<file path="config.mk">
export PLATFORM = sky130hd
export DESIGN_NAME = sockc_top
export DESIGN_NICKNAME = d
export VERILOG_FILES = /design/src/rtl/sockc_apb_slave.v /design/src/rtl/sockc_event_flags.v /design/src/rtl/sockc_top.v
export VERILOG_INCLUDE_DIRS = /design/src /design/src/rtl
export SDC_FILE = /design/constraint.sdc
export NUM_CORES = 1
export LEC_CHECK = 0
export ABC_AREA = 1
export BUFFER_PORTS_ARGS = -buffer_cell sky130_fd_sc_hd__buf_2
export CAP_MARGIN = 10
export CORE_MARGIN = 5
export CORE_UTILIZATION = 40
export DETAILED_ROUTE_END_ITERATION = 8
export GPL_TIMING_DRIVEN = 0
export PLACE_DENSITY = 0.7
export SLEW_MARGIN = 0
export SYNTH_ARGS = -nofsm -noshare
export SYNTH_HDL_FRONTEND = slang
export SYNTH_SLANG_ARGS = --single-unit
</file>
<file path="constraint.sdc">
create_clock -name i_clk -period 2.45 [get_ports i_clk]
set_input_delay 0.245 -clock i_clk [delete_from_list [all_inputs] [get_ports i_clk]]
set_output_delay 0.245 -clock i_clk [all_outputs]
set_load 0.02 [all_outputs]
</file>
<file path="src/rtl/sockc_consts.vh">
// constants for the per-socket command and event-flag block
// assumes it is included by bare name from files under rtl/
`ifndef SOCKC_CONSTS_VH
`define SOCKC_CONSTS_VH

// register indices; byte address on the bus is four times the index
`define SOCKC_IDX_MODE 12'h400
`define SOCKC_IDX_COMMAND 12'h401
`define SOCKC_IDX_FLAGS 12'h402
`define SOCKC_IDX_STATE 12'h403
`define SOCKC_IDX_TX_WR 12'h424
`define SOCKC_IDX_RX_RD 12'h428

// reset values
`define SOCKC_RST_BYTE 8'h00
`define SOCKC_RST_PTR 16'h0000

// command codes
`define SOCKC_CMD_NONE 8'h00
`define SOCKC_CMD_OPEN 8'h01
`define SOCKC_CMD_LISTEN 8'h02
`define SOCKC_CMD_CONNECT 8'h04
`define SOCKC_CMD_TEARDOWN 8'h08
`define SOCKC_CMD_CLOSE 8'h10
`define SOCKC_CMD_SEND 8'h20
`define SOCKC_CMD_SEND_MANUAL 8'h21
`define SOCKC_CMD_KEEPALIVE 8'h22
`define SOCKC_CMD_RECEIVE_DONE 8'h40

// socket state codes
`define SOCKC_ST_SHUT 8'h00
`define SOCKC_ST_TCP_INITIAL 8'h13
`define SOCKC_ST_LISTENING 8'h14
`define SOCKC_ST_SYN_SENT 8'h15
`define SOCKC_ST_ESTABLISHED 8'h17
`define SOCKC_ST_FIN_WAIT 8'h18
`define SOCKC_ST_CLOSE_WAIT 8'h1C
`define SOCKC_ST_DATAGRAM 8'h22
`define SOCKC_ST_RAW_IP 8'h32
`define SOCKC_ST_RAW_ETHERNET 8'h42

// protocol-mode field, bits 3..0 of the mode register
`define SOCKC_MODE_TCP 4'h1
`define SOCKC_MODE_UDP 4'h2
`define SOCKC_MODE_RAW_IP 4'h3
`define SOCKC_MODE_RAW_ETHERNET 4'h4
`define SOCKC_MODE_WMASK 8'hEF

// event flag bit positions
`define SOCKC_FLAG_LINK_UP 0
`define SOCKC_FLAG_LINK_DOWN 1
`define SOCKC_FLAG_RECEIVE 2
`define SOCKC_FLAG_TIMEOUT 3
`define SOCKC_FLAG_TX_DONE 4
`define SOCKC_FLAG_COUNT 5

`endif

</file>
<file path="src/rtl/sockc_apb_slave.v">
// apb slave front end: zero-wait-state access, registered read data
// assumes the parent decodes the index and supplies read data and a hit flag
`timescale 1ns/1ns
module sockc_apb_slave #(
	parameter AW = 16
) (
	input wire i_clk,
	input wire i_nrst,
	input wire i_ce,
	input wire i_psel,
	input wire i_penable,
	input wire i_pwrite,
	input wire [AW-1:0] i_paddr,
	input wire [31:0] i_rdata,
	input wire i_hit,
	output wire [11:0] o_index,
	output wire o_wr,
	output reg [31:0] o_prdata,
	output wire o_pready,
	output wire o_pslverr
);
	wire access;
	wire mapped;

	// misaligned addresses never hit a register
	assign o_index = i_paddr[13:2];
	assign mapped = i_hit && (i_paddr[1:0] == 2'h0) && (i_paddr[AW-1:14] == {(AW-14){1'b0}});
	// ready is held low while the clock enable freezes the block, so no write is lost
	assign access = i_psel && i_penable && i_ce;
	assign o_pready = access;
	assign o_pslverr = access && !mapped;
	assign o_wr = access && i_pwrite && mapped;

	// read data captured in the setup cycle, stable through the access phase
	always @(posedge i_clk or negedge i_nrst)
	begin
		if (!i_nrst)
			o_prdata <= 32'h00000000;
		else if (i_ce && i_psel && !i_penable)
			o_prdata <= mapped ? i_rdata : 32'h00000000;
	end
endmodule // sockc_apb_slave

</file>
<file path="src/rtl/sockc_event_flags.v">
// sticky event flags, cleared by writing one; unused upper bits read zero
// assumes set pulses and clear strobe come from logic on the same clock
`timescale 1ns/1ns
`include "sockc_consts.vh"
module sockc_event_flags (
	input wire i_clk,
	input wire i_nrst,
	input wire i_ce,
	input wire [`SOCKC_FLAG_COUNT-1:0] i_set,
	input wire i_clr_wr,
	input wire [7:0] i_clr_data,
	output wire [7:0] o_flags
);
	reg [`SOCKC_FLAG_COUNT-1:0] flag;

	genvar g;
	// one sticky bit per event; a set in the clearing cycle wins
	generate
		for (g = 0; g < `SOCKC_FLAG_COUNT; g = g + 1)
		begin : g_flag
			always @(posedge i_clk or negedge i_nrst)
			begin
				if (!i_nrst)
					flag[g] <= 1'b0;
				else if (i_ce)
				begin
					if (i_set[g])
						flag[g] <= 1'b1;
					else if (i_clr_wr && i_clr_data[g])
						flag[g] <= 1'b0;
				end
			end
		end
	endgenerate

	// bits 7..5 have no storage
	assign o_flags = {3'h0, flag};
endmodule // sockc_event_flags

</file>
<file path="src/rtl/sockc_top.v">
// per-socket command interpreter and event flags, with an apb register port
// assumes a protocol engine on the same clock answers each request except receive-done with done or fail
//
// Behaviour
// after any accepted command the command byte returns to zero by itself
// open moves state to tcp initial, datagram, raw ip or raw ethernet by mode
// listen, tcp only, moves the socket to the listening state
// connect, tcp only, requests a connection; a failure raises timeout
// teardown, tcp only, requests termination; a failure raises timeout
// close sets the state to shut
// close on a connected socket only changes state, no exchange with the peer
// send transmits the bytes the write pointer advanced since the last send
// manual-address send, udp only, uses the written hardware address, no resolution
// keep-alive, tcp only, sends one byte; no answer or dead link raises timeout
// receive-done frees buffer space up to the written read pointer
// flags stay set until written with one; only those bits clear
// flag bit 4 sets when a send completes
// flag bit 3 sets on timeout in setup, teardown or transmission
// flag bit 2 sets on arrival and again if data remains after receive-done
// flag bit 1 sets when the peer asks to terminate or termination finishes
// flag bit 0 sets when a connection is established
// state codes: tcp initial 13, listening 14, udp 22, raw ip 32, raw eth 42, shut 00
// mode 0100 selects raw ethernet, only on socket 0
// flag bits 7..5 ignore writes and read zero
// undefined or mode-invalid commands are ignored, state kept, command byte cleared
`timescale 1ns/1ns
`include "sockc_consts.vh"
module sockc_top #(
	parameter SOCKET_ID = 0,
	parameter AW = 16
) (
	input wire i_clk,
	input wire i_nrst,
	input wire i_ce,
	input wire i_psel,
	input wire i_penable,
	input wire i_pwrite,
	input wire [AW-1:0] i_paddr,
	input wire [31:0] i_pwdata,
	output wire [31:0] o_prdata,
	output wire o_pready,
	output wire o_pslverr,
	output reg o_eng_req,
	output reg [7:0] o_eng_op,
	output reg [15:0] o_tx_start,
	output reg [15:0] o_tx_len,
	output reg o_use_manual_hw,
	output reg [15:0] o_rx_rd_ptr,
	input wire i_eng_done,
	input wire i_eng_fail,
	input wire i_peer_conn,
	input wire i_peer_fin,
	input wire i_rx_arrived,
	input wire i_rx_pending
);
	localparam PH_IDLE = 2'b00;
	localparam PH_EXEC = 2'b01;
	localparam PH_WAIT = 2'b10;

	reg [1:0] phase;
	reg [1:0] next_phase;
	reg [7:0] socket_command;
	reg [7:0] socket_protocol_mode;
	reg [7:0] socket_state;
	reg [7:0] next_state;
	reg [15:0] tx_write_pointer;
	reg [15:0] tx_sent_pointer;
	reg [15:0] rx_read_pointer;
	reg cmd_done;
	reg issue;
	reg [`SOCKC_FLAG_COUNT-1:0] flag_set;
	reg [31:0] rdata;
	reg hit;
	wire [11:0] index;
	wire wr;
	wire [7:0] socket_event_flags;
	wire [3:0] proto;
	wire is_tcp;
	wire is_udp;
	wire connected;
	wire can_send;
	wire cmd_wr;
	reg mode_ok;
	reg [7:0] open_state;

	sockc_apb_slave #(
		.AW(AW)
	) u_apb (
		.i_clk(i_clk),
		.i_nrst(i_nrst),
		.i_ce(i_ce),
		.i_psel(i_psel),
		.i_penable(i_penable),
		.i_pwrite(i_pwrite),
		.i_paddr(i_paddr),
		.i_rdata(rdata),
		.i_hit(hit),
		.o_index(index),
		.o_wr(wr),
		.o_prdata(o_prdata),
		.o_pready(o_pready),
		.o_pslverr(o_pslverr)
	);

	sockc_event_flags u_flags (
		.i_clk(i_clk),
		.i_nrst(i_nrst),
		.i_ce(i_ce),
		.i_set(flag_set),
		.i_clr_wr(wr && (index == `SOCKC_IDX_FLAGS)),
		.i_clr_data(i_pwdata[7:0]),
		.o_flags(socket_event_flags)
	);

	// mode and state qualifiers used by the command decode
	assign proto = socket_protocol_mode[3:0];
	assign is_tcp = (proto == `SOCKC_MODE_TCP);
	assign is_udp = (proto == `SOCKC_MODE_UDP);
	assign connected = (socket_state == `SOCKC_ST_ESTABLISHED) || (socket_state == `SOCKC_ST_CLOSE_WAIT);
	assign can_send = (is_tcp && connected) || (socket_state == `SOCKC_ST_DATAGRAM) ||
		(socket_state == `SOCKC_ST_RAW_IP) || (socket_state == `SOCKC_ST_RAW_ETHERNET);
	// a new command is only taken while the previous one has cleared
	assign cmd_wr = wr && (index == `SOCKC_IDX_COMMAND) && (socket_command == `SOCKC_CMD_NONE);

	// state entered by open for each protocol mode
	always @*
	begin
		mode_ok = 1'b1;
		open_state = socket_state;
		case (proto)
			`SOCKC_MODE_TCP: open_state = `SOCKC_ST_TCP_INITIAL;
			`SOCKC_MODE_UDP: open_state = `SOCKC_ST_DATAGRAM;
			`SOCKC_MODE_RAW_IP: open_state = `SOCKC_ST_RAW_IP;
			`SOCKC_MODE_RAW_ETHERNET:
			begin
				// raw ethernet exists on the first socket only
				mode_ok = (SOCKET_ID == 0);
				open_state = `SOCKC_ST_RAW_ETHERNET;
			end
			default: mode_ok = 1'b0;
		endcase
	end

	// register map decode and read mux
	always @*
	begin
		hit = 1'b1;
		rdata = 32'h00000000;
		case (index)
			`SOCKC_IDX_MODE: rdata = {24'h000000, socket_protocol_mode};
			`SOCKC_IDX_COMMAND: rdata = {24'h000000, socket_command};
			`SOCKC_IDX_FLAGS: rdata = {24'h000000, socket_event_flags};
			`SOCKC_IDX_STATE: rdata = {24'h000000, socket_state};
			`SOCKC_IDX_TX_WR: rdata = {16'h0000, tx_write_pointer};
			`SOCKC_IDX_RX_RD: rdata = {16'h0000, rx_read_pointer};
			default: hit = 1'b0;
		endcase
	end

	// command sequencer: idle, decode one cycle, then wait on the engine if needed
	always @*
	begin
		next_phase = phase;
		next_state = socket_state;
		cmd_done = 1'b0;
		issue = 1'b0;
		flag_set = {`SOCKC_FLAG_COUNT{1'b0}};
		case (phase)
			PH_IDLE:
			begin
				if (socket_command != `SOCKC_CMD_NONE)
					next_phase = PH_EXEC;
				// peer-driven transitions happen only while no command runs
				if ((socket_state == `SOCKC_ST_LISTENING) && i_peer_conn)
				begin
					next_state = `SOCKC_ST_ESTABLISHED;
					flag_set[`SOCKC_FLAG_LINK_UP] = 1'b1;
				end
				else if ((socket_state == `SOCKC_ST_ESTABLISHED) && i_peer_fin)
				begin
					next_state = `SOCKC_ST_CLOSE_WAIT;
					flag_set[`SOCKC_FLAG_LINK_DOWN] = 1'b1;
				end
			end
			PH_EXEC:
			begin
				next_phase = PH_IDLE;
				cmd_done = 1'b1;
				case (socket_command)
					`SOCKC_CMD_OPEN:
						if (mode_ok)
							next_state = open_state;
					`SOCKC_CMD_LISTEN:
						if (is_tcp && (socket_state == `SOCKC_ST_TCP_INITIAL))
							next_state = `SOCKC_ST_LISTENING;
					`SOCKC_CMD_CONNECT:
						if (is_tcp && (socket_state == `SOCKC_ST_TCP_INITIAL))
						begin
							next_state = `SOCKC_ST_SYN_SENT;
							issue = 1'b1;
							cmd_done = 1'b0;
							next_phase = PH_WAIT;
						end
					`SOCKC_CMD_TEARDOWN:
						if (is_tcp && connected)
						begin
							next_state = `SOCKC_ST_FIN_WAIT;
							issue = 1'b1;
							cmd_done = 1'b0;
							next_phase = PH_WAIT;
						end
					`SOCKC_CMD_CLOSE:
						next_state = `SOCKC_ST_SHUT;
					`SOCKC_CMD_SEND:
						if (can_send)
						begin
							issue = 1'b1;
							cmd_done = 1'b0;
							next_phase = PH_WAIT;
						end
					`SOCKC_CMD_SEND_MANUAL:
						if (is_udp && (socket_state == `SOCKC_ST_DATAGRAM))
						begin
							issue = 1'b1;
							cmd_done = 1'b0;
							next_phase = PH_WAIT;
						end
					`SOCKC_CMD_KEEPALIVE:
						if (is_tcp && connected)
						begin
							issue = 1'b1;
							cmd_done = 1'b0;
							next_phase = PH_WAIT;
						end
					`SOCKC_CMD_RECEIVE_DONE:
						if (socket_state != `SOCKC_ST_SHUT)
						begin
							issue = 1'b1;
							if (i_rx_pending)
								flag_set[`SOCKC_FLAG_RECEIVE] = 1'b1;
						end
					default: ;
				endcase
			end
			PH_WAIT:
			begin
				if (i_eng_done || i_eng_fail)
				begin
					next_phase = PH_IDLE;
					cmd_done = 1'b1;
					if (i_eng_fail)
					begin
						// a failed tcp exchange leaves the socket shut
						flag_set[`SOCKC_FLAG_TIMEOUT] = 1'b1;
						if (is_tcp)
							next_state = `SOCKC_ST_SHUT;
					end
					else
					begin
						case (socket_command)
							`SOCKC_CMD_CONNECT:
							begin
								next_state = `SOCKC_ST_ESTABLISHED;
								flag_set[`SOCKC_FLAG_LINK_UP] = 1'b1;
							end
							`SOCKC_CMD_TEARDOWN:
							begin
								next_state = `SOCKC_ST_SHUT;
								flag_set[`SOCKC_FLAG_LINK_DOWN] = 1'b1;
							end
							`SOCKC_CMD_KEEPALIVE: ;
							default: flag_set[`SOCKC_FLAG_TX_DONE] = 1'b1;
						endcase
					end
				end
			end
			default: next_phase = PH_IDLE;
		endcase
		if (i_rx_arrived)
			flag_set[`SOCKC_FLAG_RECEIVE] = 1'b1;
	end

	// sequencer state, socket state and the command byte
	always @(posedge i_clk or negedge i_nrst)
	begin
		if (!i_nrst)
		begin
			phase <= PH_IDLE;
			socket_state <= `SOCKC_ST_SHUT;
			socket_command <= `SOCKC_RST_BYTE;
		end
		else if (i_ce)
		begin
			phase <= next_phase;
			socket_state <= next_state;
			if (cmd_done)
				socket_command <= `SOCKC_CMD_NONE;
			else if (cmd_wr)
				socket_command <= i_pwdata[7:0];
		end
	end

	// software-written configuration and pointers
	always @(posedge i_clk or negedge i_nrst)
	begin
		if (!i_nrst)
		begin
			socket_protocol_mode <= `SOCKC_RST_BYTE;
			tx_write_pointer <= `SOCKC_RST_PTR;
			rx_read_pointer <= `SOCKC_RST_PTR;
		end
		else if (i_ce && wr)
		begin
			if (index == `SOCKC_IDX_MODE)
				socket_protocol_mode <= i_pwdata[7:0] & `SOCKC_MODE_WMASK;
			if (index == `SOCKC_IDX_TX_WR)
				tx_write_pointer <= i_pwdata[15:0];
			if (index == `SOCKC_IDX_RX_RD)
				rx_read_pointer <= i_pwdata[15:0];
		end
	end

	// engine request; send length is the pointer advance since the previous send, keep-alive length is one
	always @(posedge i_clk or negedge i_nrst)
	begin
		if (!i_nrst)
		begin
			o_eng_req <= 1'b0;
			o_eng_op <= `SOCKC_CMD_NONE;
			o_tx_start <= `SOCKC_RST_PTR;
			o_tx_len <= `SOCKC_RST_PTR;
			o_use_manual_hw <= 1'b0;
			o_rx_rd_ptr <= `SOCKC_RST_PTR;
			tx_sent_pointer <= `SOCKC_RST_PTR;
		end
		else if (i_ce)
		begin
			o_eng_req <= issue;
			if (issue)
			begin
				o_eng_op <= socket_command;
				o_use_manual_hw <= (socket_command == `SOCKC_CMD_SEND_MANUAL);
				o_rx_rd_ptr <= rx_read_pointer;
				if ((socket_command == `SOCKC_CMD_SEND) || (socket_command == `SOCKC_CMD_SEND_MANUAL))
				begin
					// wraps modulo 2^16, matching the buffer pointer width
					o_tx_start <= tx_sent_pointer;
					o_tx_len <= tx_write_pointer - tx_sent_pointer;
					tx_sent_pointer <= tx_write_pointer;
				end
				else if (socket_command == `SOCKC_CMD_KEEPALIVE)
					o_tx_len <= 16'h0001;
			end
		end
	end
endmodule // sockc_top

</file>
# ---- Word-level counts from Yosys, hierarchy flattened
# Cells that the tools add are included.
dict set report classes {
  muxes 71
  reduce_logical 63
  add_sub_neg 1
  eq_ne 39
}
# cell n
set ops {}
lappend ops {{$pmux 16 s6} 1}
lappend ops {{$mux 8} 11}
lappend ops {{$eq 12x11->1 const B} 6}
lappend ops {{$mux 16} 3}
lappend ops {{$eq 8x5->1 const B} 5}
lappend ops {{$eq 8x6->1 const B} 5}
lappend ops {{$pmux 8 s5} 1}
lappend ops {{$mux 1} 36}
lappend ops {{$pmux 8 s4} 1}
lappend ops {{$pmux 8 s3} 1}
lappend ops {{$logic_and 1x1->1} 23}
lappend ops {{$mux 2} 10}
lappend ops {{$reduce_and 2->1} 10}
lappend ops {{$ne 3x3->1 const B} 6}
lappend ops {{$eq 8x7->1 const B} 2}
lappend ops {{$pmux 8 s2} 1}
lappend ops {{$reduce_bool 8->1} 2}
lappend ops {{$sub 16x16->16} 1}
lappend ops {{$reduce_bool 2->1} 7}
lappend ops {{$reduce_and 12->1} 1}
lappend ops {{$reduce_and 3->1} 3}
lappend ops {{$eq 4x2->1 const B} 2}
lappend ops {{$eq 8x1->1 const B} 1}
lappend ops {{$eq 8x2->1 const B} 1}
lappend ops {{25 further kinds} 34}
dict set report totals {
  output_inout_bits 92
  inputBits 60
  word_cells 193
  reg_bits 168
}

# ---- Depth between registers and ports, before layout
# Gate-level depths: netlist of the first run.
dict set report logic_depth {
  ltp_word 11
  ltp_mapped 15
  ltp_nobuf 15
}

# ---- Cells and area by module
# Synthesis of the first run repeated with hierarchy kept, for this count alone.
dict set report hier_totals {
  cells_unflattened 1153
  hier_area_um2 9130.0
}
# mod n_inst seq_area_each_um2 area_per_inst_um2 cells_each
set modules_own_cells {}
lappend modules_own_cells {sockc_top 1 3253.1 7252.0 895}
lappend modules_own_cells {sockc_apb_slave 1 800.8 1634.1 228}
lappend modules_own_cells {sockc_event_flags 1 125.1 244.0 30}

# ---- Worst setup path before layout of the first run
# Ideal clock, no wire load.
dict set report synth_timing {
  path_type {register to register}
  start {register tx_write_pointer[0]}
  end {register o_tx_len[14]}
  setup_time_ps 76
  stages_incl_launch_ff 14
  path_buffers 0
  arrival_time_ps 1830
  required_time_ps 2374
  period_less_slack_ps 1906
  setup_slack_ps 544
  cell_sequence {dfrtp_1 -> inv_1 -> ha_1 -> fa_1 -> inv_1 -> nand3_1 -> nand2_1 -> a21boi_0 -> nand3b_1 -> nand2_1 -> nand2_1 -> nand2_1 -> nand2_1 -> o21ai_1}
}
dict set report synth_via {
  elab_chain_cells 2
}
# element line_no
set synth_lines {}
lappend synth_lines {{start: declaration} sockc_top.v:66} ;# reg [15:0] tx_write_pointer;
lappend synth_lines {{start signal: assignment} sockc_top.v:309} ;# tx_write_pointer <= `SOCKC_RST_PTR;
lappend synth_lines {{start signal: assignment} sockc_top.v:317} ;# tx_write_pointer <= i_pwdata[15:0];
lappend synth_lines {{$sub 16x16->16} sockc_top.v:348} ;# o_tx_len <= tx_write_pointer - tx_sent_pointer;
lappend synth_lines {{$mux 16} sockc_top.v:344} ;# if ((socket_command == `SOCKC_CMD_SEND) || (socket_command == `SOCKC_CMD_SEND_MANUAL))
lappend synth_lines {{end signal: assignment} sockc_top.v:331} ;# o_tx_len <= `SOCKC_RST_PTR;
lappend synth_lines {{end signal: assignment} sockc_top.v:348}
lappend synth_lines {{end: declaration} sockc_top.v:46} ;# output reg [15:0] o_tx_len,
# Every way passes these cells.
# A chain may end at the register's enable or synchronous reset.

# ---- Final worst setup path of the first run
dict set report layout_timing {
  start {register socket_command[3]}
  end {register o_eng_op[5]}
}
dict set report layout_via {
  elab_chain_cells 5
  word_cells_on_any_way 10
  cone_classes {eq/ne: 6; mux: 2; reduce/logical: 2}
}
# element line_no
set layout_lines {}
lappend layout_lines {{start: declaration} sockc_top.v:62} ;# reg [7:0] socket_command;
lappend layout_lines {{start signal: assignment} sockc_top.v:290} ;# socket_command <= `SOCKC_RST_BYTE;
lappend layout_lines {{start signal: assignment} sockc_top.v:297} ;# socket_command <= `SOCKC_CMD_NONE;
lappend layout_lines {{start signal: assignment} sockc_top.v:299} ;# socket_command <= i_pwdata[7:0];
lappend layout_lines {{$eq 8x6->1 / $eq 8x4->1 (equally long branches)} sockc_top.v:189} ;# case (socket_command)
lappend layout_lines {{$reduce_or 2->1 (no line)} n/a}
lappend layout_lines {{$pmux 1 s5 *} sockc_top.v:189}
lappend layout_lines {{$mux 1 *} sockc_top.v:168} ;# case (phase)
lappend layout_lines {{$reduce_and 2->1 (no line) *} n/a}
lappend layout_lines {{end signal: assignment} sockc_top.v:329} ;# o_eng_op <= `SOCKC_CMD_NONE;
lappend layout_lines {{end signal: assignment} sockc_top.v:341} ;# o_eng_op <= socket_command;
lappend layout_lines {{end: declaration} sockc_top.v:44} ;# output reg [7:0] o_eng_op,
# Every way passes the cells marked *; elsewhere a longest branch is shown, timed or not.

==> results of run 1 <==
==> tightest hold or removal path: cells and delay by family <==
kind | cells | cell delay [ns]
buffers and inverters | 1 | 0.11
and+or+nand+nor | 2 | 0.13
==> power groups by stage <==
stage	Clock, mW	Sequential, mW	Combinational, mW
floorplan	0	2.62	0.403
global placement	0	2.64	0.614
detailed placement	0	2.64	0.625
CTS	2.74	2.59	0.631
global route	2.87	2.60	0.726
finish	2.72	2.59	0.639
==> routing by layer <==
metal	GRT usage (%)	up-vias
li1	-	3549
met1	26.97	3432
met2	33.80	237
met3	4.439	36
met4	5.600	0
met5	0	-
==> logic make-up after synthesis <==
family / after synthesis / share of synthesized area (%)
and+or+nand+nor: 424 / 23.60
AOI/OAI and AO/OA: 211 / 15.58
buffers and inverters: 185 / 10.22
DFF: 151 / 46.13
adders and majority gates: 20 / 3.147
xor gates and xnor gates: 12 / 1.283
other: 1 / 0.04578
==> worst max path at each step <==
stage / to / startpoint / slack [ns]
floorplan: o_tx_len[14] / tx_write_pointer[0] / 0.54
global placement: o_eng_op[0] / i_nrst / -1.12
detailed placement: u_apb.o_prdata[4] / i_paddr[11] / 0.15
CTS: o_eng_op[5] / socket_command[3] / 0.16
global route: o_eng_op[1] / socket_command[3] / 0.002
finish: o_eng_op[5] / socket_command[3] / 0.18
==> registers in the layout (all words and copies together) (netlist names), 7 cells and up <==
| signal | cells |
|---|---|
| o_eng_op | 8 |
| o_rx_rd_ptr | 16 |
| o_tx_len | 16 |
| o_tx_start | 16 |
| rx_read_pointer | 16 |
| socket_command | 8 |
| socket_protocol_mode | 7 |
| socket_state | 7 |
| tx_sent_pointer | 16 |
| tx_write_pointer | 16 |
| u_apb.o_prdata | 16 |
==> stage by stage <==
step | instances | worst slack, ns | cell area [um^2] | setup TNS (ns)
CTS | 1441 | 0.1570 | 9824 | 0
floorplan | 1019 | 0.5440 | 8248 | 0
detailed placement | 1408 | 0.1479 | 9210 | 0
global placement | 1407 | -1.125 | 9176 | -167.34
finish | 1441 | 0.1772 | 9832 | 0
global route | 1441 | 0.002407 | 9832 | 0
==> what timing repair did <==
item | in CTS | in global routing
endpoints found under the hold margin | 58 | 0
endpoints found under the setup margin | 0 | 3
gates resized for setup | 0 | 1
hold buffers | 1 | 0
==> synth_stat cells, types with 2 or more instances <==
cell	count	area share (%)
nand2_1	235	11
dfrtp_1	151	46
inv_1	136	6.2
o21ai_1	80	4.9
nor2_1	58	2.7
nand3_1	41	2.5
nand2_2	30	2.3
o21ai_2	29	3.1
a21oi_1	27	1.6
o21ai_0	26	1.6
o22ai_1	21	1.6
ha_1	19	2.9
buf_4	18	1.6
nor3_1	17	1.0
buf_2	12	0.73
nand4_1	10	0.76
a22o_1	9	0.96
buf_6	8	1.1
nor2_2	8	0.61
xnor2_1	8	0.86
inv_2	6	0.27
nand3b_1	6	0.55
clkbuf_1	4	0.18
nand2_4	4	0.55
nand3_2	4	0.49
o211ai_1	4	0.37
o31ai_1	4	0.37
xor2_1	4	0.43
nor2_4	3	0.41
nor3_2	3	0.37
a211oi_1	2	0.18
a21o_1	2	0.18
nor4_1	2	0.15
==> cell type report <==
cell class / instances / area (um^2) / area share, %
multi-input cells: 683 / 3640 / 37.02
flip-flops and latches: 151 / 3779 / 38.43
inverters: 143 / 536.8 / 5.459
well taps: 270 / 337.8 / 3.436
clock buffers: 18 / 439.2 / 4.467
clock inverters: 14 / 165.2 / 1.680
plain buffers: 42 / 300.3 / 3.054
repair buffers: 120 / 634.4 / 6.452
==> reports/results.txt, run 1 <==
outcome -> finished, final reports clean
H-tree Lvls -> 4
clock skew -> 0.009873 ns
TritonCTS clock tree -> done
Mapped Area -> 8192 um^2
routed wire length -> 23.70 mm
HP Start -> i_pwdata[5]
Yosys reg bits -> 151
most used cell, CP -> nand2_1
critical path buffer and inverter count -> 1
area delta synth->final -> 20.02%
CP Cell Sequence -> nor2_4 > nand3_1 > nor2_2 > nand3_1 > nand2_1 > nor2_1 > nand2_1 > nand2_2 > nand2_4 > nand2_4 > buf_2 > nand2_1 > o21ai_0
Crit-path slowest cell -> dfrtp_1
number of global-route vias before repair -> 7,178
Avg WL per Cell -> 16.45 um
switching power share of the total -> 28.02%
DIE AREA -> 23,440 um^2
Worst IR Drop VDD -> 0.0005364 V
WS Path Type -> reg -> reg
DRC viols -> 0
initial DRC count -> 631
worst-skew pair later-pin latency -> 0.44 ns
synthesized area per cell -> 8.159 um^2
chip width -> 153.1 um
WP depth -> 13
sequential power share -> 43.6%
CP max FO -> 10
Post-synth EDFFs -> 0
top routing layer used -> met4
post-synthesis sequential area ratio -> 46.13%
# diodes -> 0
Placer Congestion -> 0.9335
Clock Tree Buf Depth -> 2
met3 wire length -> 1.399 mm
R2R Path Start -> socket_command[3]
DRT Pass-1 Iters -> 5
layout cell share with drive strength beyond 1 -> 23.91%
clock root cell -> clkbuf_16
Hold Vio Cnt, Final -> 0
Synth warnings -> 0
core area -> 20,170 um^2
Post-synth ARST share -> 100.0%
delay-heaviest family, CP -> simple AND/OR/NAND/NOR gates
maxcap violations -> 0
Rows -> 52
unrepaired setup endpoints after global routing -> no
dpl hpwl -> 18.45 mm
most common cell after layout, fill and taps aside -> nand2_1
critical path launch point type -> flop
slew margin rel. -> 52.73%
Final Core Density -> 48.75%
ys flop type -> dfrtp_1
Int Power -> 4.287 mW
vias -> 7,254
Fill cells -> 1,987
Yosys cell types -> 46
fmax -> 440.0 MHz
gr usage total -> 20.34%
largest net degree at the start of global routing -> 94
LEAKAGE -> 5.061 nW
most frequent cells in the layout -> 235 x nand2_1, 151 x dfrtp_1, 136 x inv_1, 129 x buf_2, 80 x o21ai_1
final worst path period need -> 2.273 ns
pwr dens -> 605.8 nW/um^2
CTS Buf Count -> 17
IO buf count -> 118
fin crit share -> 92.77%
wire length on met2 -> 11.44 mm
Slew @ Worst Pin -> 0.7025 ns
Gate power share -> 10.7%
Final Power -> 5.956 mW
Final ANT Viol Nets -> 0
Initial Utilization -> 40.61%
initial antenna violation count -> 0
Required @ worst endpoint -> 2.75 ns
Mapped Cells -> 1,004
Critical Path AT -> 2.57 ns
Hold EP -> socket_command[5]
clock share of power -> 45.7%
Post-CTS Setup Bufs -> 0
Die Y -> 153.1 um
Nets -> 1,238
Setup crit end kind -> flop
Boundary Pins -> 152
first-pass GRT wire length -> 37.83 mm
final hold slack -> 0.08564 ns
Sink Count -> 151
final slew viol count -> 0
worst reg-to-reg setup slack -> 0.18 ns
Tightest Hold Check Type -> in -> reg
Overflow after GRT -> 0
CP max stage delay -> 0.47 ns
Reg2Reg Depth -> 13
switching power total -> 1.669 mW
drt via density -> 5.034
hold path depth -> 3
# setup viols final -> 0
endpoint of the worst-slack reg-to-reg timing path -> o_eng_op[5]
Worst-path clk slew -> 0.07 ns
DRT met1 WL -> 10.42 mm
No activity file was read; power rests on OpenSTA's default activity.
==> inputs of run 2 (changes only) <==
--- a/config.mk
+++ b/config.mk
@@ -10,10 +10,10 @@
 export BUFFER_PORTS_ARGS = -buffer_cell sky130_fd_sc_hd__buf_2
 export CAP_MARGIN = 10
 export CORE_MARGIN = 5
-export CORE_UTILIZATION = 40
+export CORE_UTILIZATION = 45
 export DETAILED_ROUTE_END_ITERATION = 8
 export GPL_TIMING_DRIVEN = 0
-export PLACE_DENSITY = 0.7
+export PLACE_DENSITY = 0.76
 export SLEW_MARGIN = 0
 export SYNTH_ARGS = -nofsm -noshare
 export SYNTH_HDL_FRONTEND = slang
==> run 2 against run 1 <==
Compared with the run above:
- combinational power about the same
- register-to-register slack about the same
- critical path depth is 4 lower
- routed wire length down 1.0%
- sequential share of layout area grew 0.29 points
- clock skew decreased by 0.0018 ns
- highest routed layer is now met5
- final cell count is 2.8% lower
- largest power group unchanged
- critical path type unchanged
- clock-buffer cell count up 1
- via count increased by 1.8%
- sequential cell count stayed put
==> reports/results.txt, run 2 (synthesized netlist as in run 1, its figures left out) <==
outcome -> finished, final reports clean
Overflow after GRT -> 0
core area -> 17,960 um^2
TritonCTS clock tree -> done
Clock Tree Buf Depth -> 2
clock share of power -> 44.9%
Slew @ Worst Pin -> 0.5809 ns
initial antenna violation count -> 1
Critical Path AT -> 2.64 ns
Worst IR Drop VDD -> 0.0005857 V
Tightest Hold Check Type -> in -> reg
CP max FO -> 5
worst-skew pair later-pin latency -> 0.43 ns
sequential power share -> 44.2%
Hold Vio Cnt, Final -> 0
most frequent cells in the layout -> 235 x nand2_1, 151 x dfrtp_1, 136 x inv_1, 129 x buf_2, 80 x o21ai_1
IO buf count -> 118
Initial Utilization -> 45.60%
critical path launch point type -> flop
area delta synth->final -> 19.12%
CTS Buf Count -> 17
# setup viols final -> 0
most common cell after layout, fill and taps aside -> nand2_1
CP max stage delay -> 0.53 ns
Final ANT Viol Nets -> 0
Sink Count -> 151
Avg WL per Cell -> 16.76 um
DRT met1 WL -> 9.578 mm
Nets -> 1,238
Boundary Pins -> 152
Final Power -> 5.864 mW
# diodes -> 0
clock skew -> 0.008112 ns
fmax -> 437.8 MHz
final slew viol count -> 0
Setup crit end kind -> flop
Post-CTS Setup Bufs -> 0
initial DRC count -> 609
Rows -> 49
top routing layer used -> met5
final worst path period need -> 2.284 ns
Gate power share -> 10.9%
DRT Pass-1 Iters -> 5
switching power total -> 1.647 mW
Placer Congestion -> 0.9567
unrepaired setup endpoints after global routing -> no
delay-heaviest family, CP -> compound AO/OA/AOI/OAI gates
final hold slack -> 0.07497 ns
first-pass GRT wire length -> 38.01 mm
Worst-path clk slew -> 0.06 ns
dpl hpwl -> 18.24 mm
DRC viols -> 0
WS Path Type -> reg -> reg
drt via density -> 5.272
Required @ worst endpoint -> 2.80 ns
H-tree Lvls -> 4
largest net degree at the start of global routing -> 94
Final Core Density -> 54.32%
wire length on met2 -> 11.69 mm
Crit-path slowest cell -> o31ai_1
vias -> 7,381
slew margin rel. -> 60.91%
Int Power -> 4.217 mW
chip width -> 144.9 um
fin crit share -> 93.24%
switching power share of the total -> 28.09%
DIE AREA -> 21,000 um^2
layout cell share with drive strength beyond 1 -> 23.83%
LEAKAGE -> 5.059 nW
critical path buffer and inverter count -> 1
Die Y -> 144.9 um
pwr dens -> 600.9 nW/um^2
maxcap violations -> 0
clock root cell -> clkbuf_16
routed wire length -> 23.46 mm
gr usage total -> 22.25%
met3 wire length -> 1.431 mm
CP Cell Sequence -> ha_1 > inv_1 > o31ai_1 > nand2_1 > nand2_1 > nand3_1 > nand3b_1 > nand3_1 > o21ai_0
number of global-route vias before repair -> 7,344
-- run 2: cell count changes in the layout (fill, tap and decap cells not counted) --
cell,change
o311ai_2,-1
clkinvlp_4,-1
o311ai_1,+1
bufinv_16,-1
inv_6,+1
clkbuf_8,+1
-- run 2: final cells by class --
cell class / count / area (um^2)
sequential: 151 / 3779
clock inverter: 13 / 136.4
inverter: 143 / 536.8
timing repair buffer: 120 / 634.4
tap: 229 / 286.5
multi-input combinational: 683 / 3632
clock buffer: 19 / 452.9
fill: 1637 / 8205
buffer: 42 / 300.3
-- run 2: timing repair --
| item | in CTS | in global routing |
|---|---|---|
| hold buffers | 1 | 0 |
| gates resized for setup | 0 | 0 |
| hold endpoints to repair | 58 | 0 |
-- run 2: per-stage QoR --
step	instance area, um^2	setup TNS [ns]	setup slack [ns]	std cells
finish	9758	0	0.1657	1400
global route	9758	0	0.05283	1400
CTS	9758	0	0.1999	1400
detailed placement	9159	0	0.1616	1367
global placement	9125	-165.54	-1.113	1366
floorplan	8248	0	0.5440	1019
-- run 2: worst paths after layout --
| kind | from | end | slack [ns] | depth (start not counted) |
|---|---|---|---|---|
| max in group asynchronous | i_nrst | u_apb.o_prdata[7] | 1.26 | 3 |
| setup reg to reg | tx_write_pointer[2] | o_tx_len[15] | 0.17 | 9 |
| min in group asynchronous | i_nrst | o_tx_len[10] | 0.36 | 2 |
| setup / recovery | tx_write_pointer[2] | o_tx_len[15] | 0.17 | 9 |
| hold reg to reg | o_tx_len[0] | o_tx_len[0] | 0.47 | 2 |
| hold / removal | i_pwdata[5] | socket_command[5] | 0.07 | 3 |
-- run 2: per-layer routing --
metal  track usage [%]  vias to the layer above
li1                  -                     3541
met1             28.46                     3520
met2             37.15                      260
met3             4.740                       58
met4             8.427                        2
met5                 0                        -
-- run 2: worst register-to-register path, cell delays in order (launching register included) --
cell and delay [ns]:
dfrtp_1 0.43, ha_1 0.41, inv_1 0.10, o31ai_1 0.53
nand2_1 0.10, nand2_1 0.15, nand3_1 0.12, nand3b_1 0.11
nand3_1 0.11, o21ai_0 0.17
-- run 2: power by group through the flow --
stage / clock network, mW / registers (mW) / logic, mW
2_1_floorplan: 0 / 2.62 / 0.403
3_3_place_gp: 0 / 2.63 / 0.601
3_5_place_dp: 0 / 2.64 / 0.613
4_1_cts: 2.65 / 2.59 / 0.630
5_1_grt: 2.78 / 2.60 / 0.715
6_report: 2.63 / 2.59 / 0.638
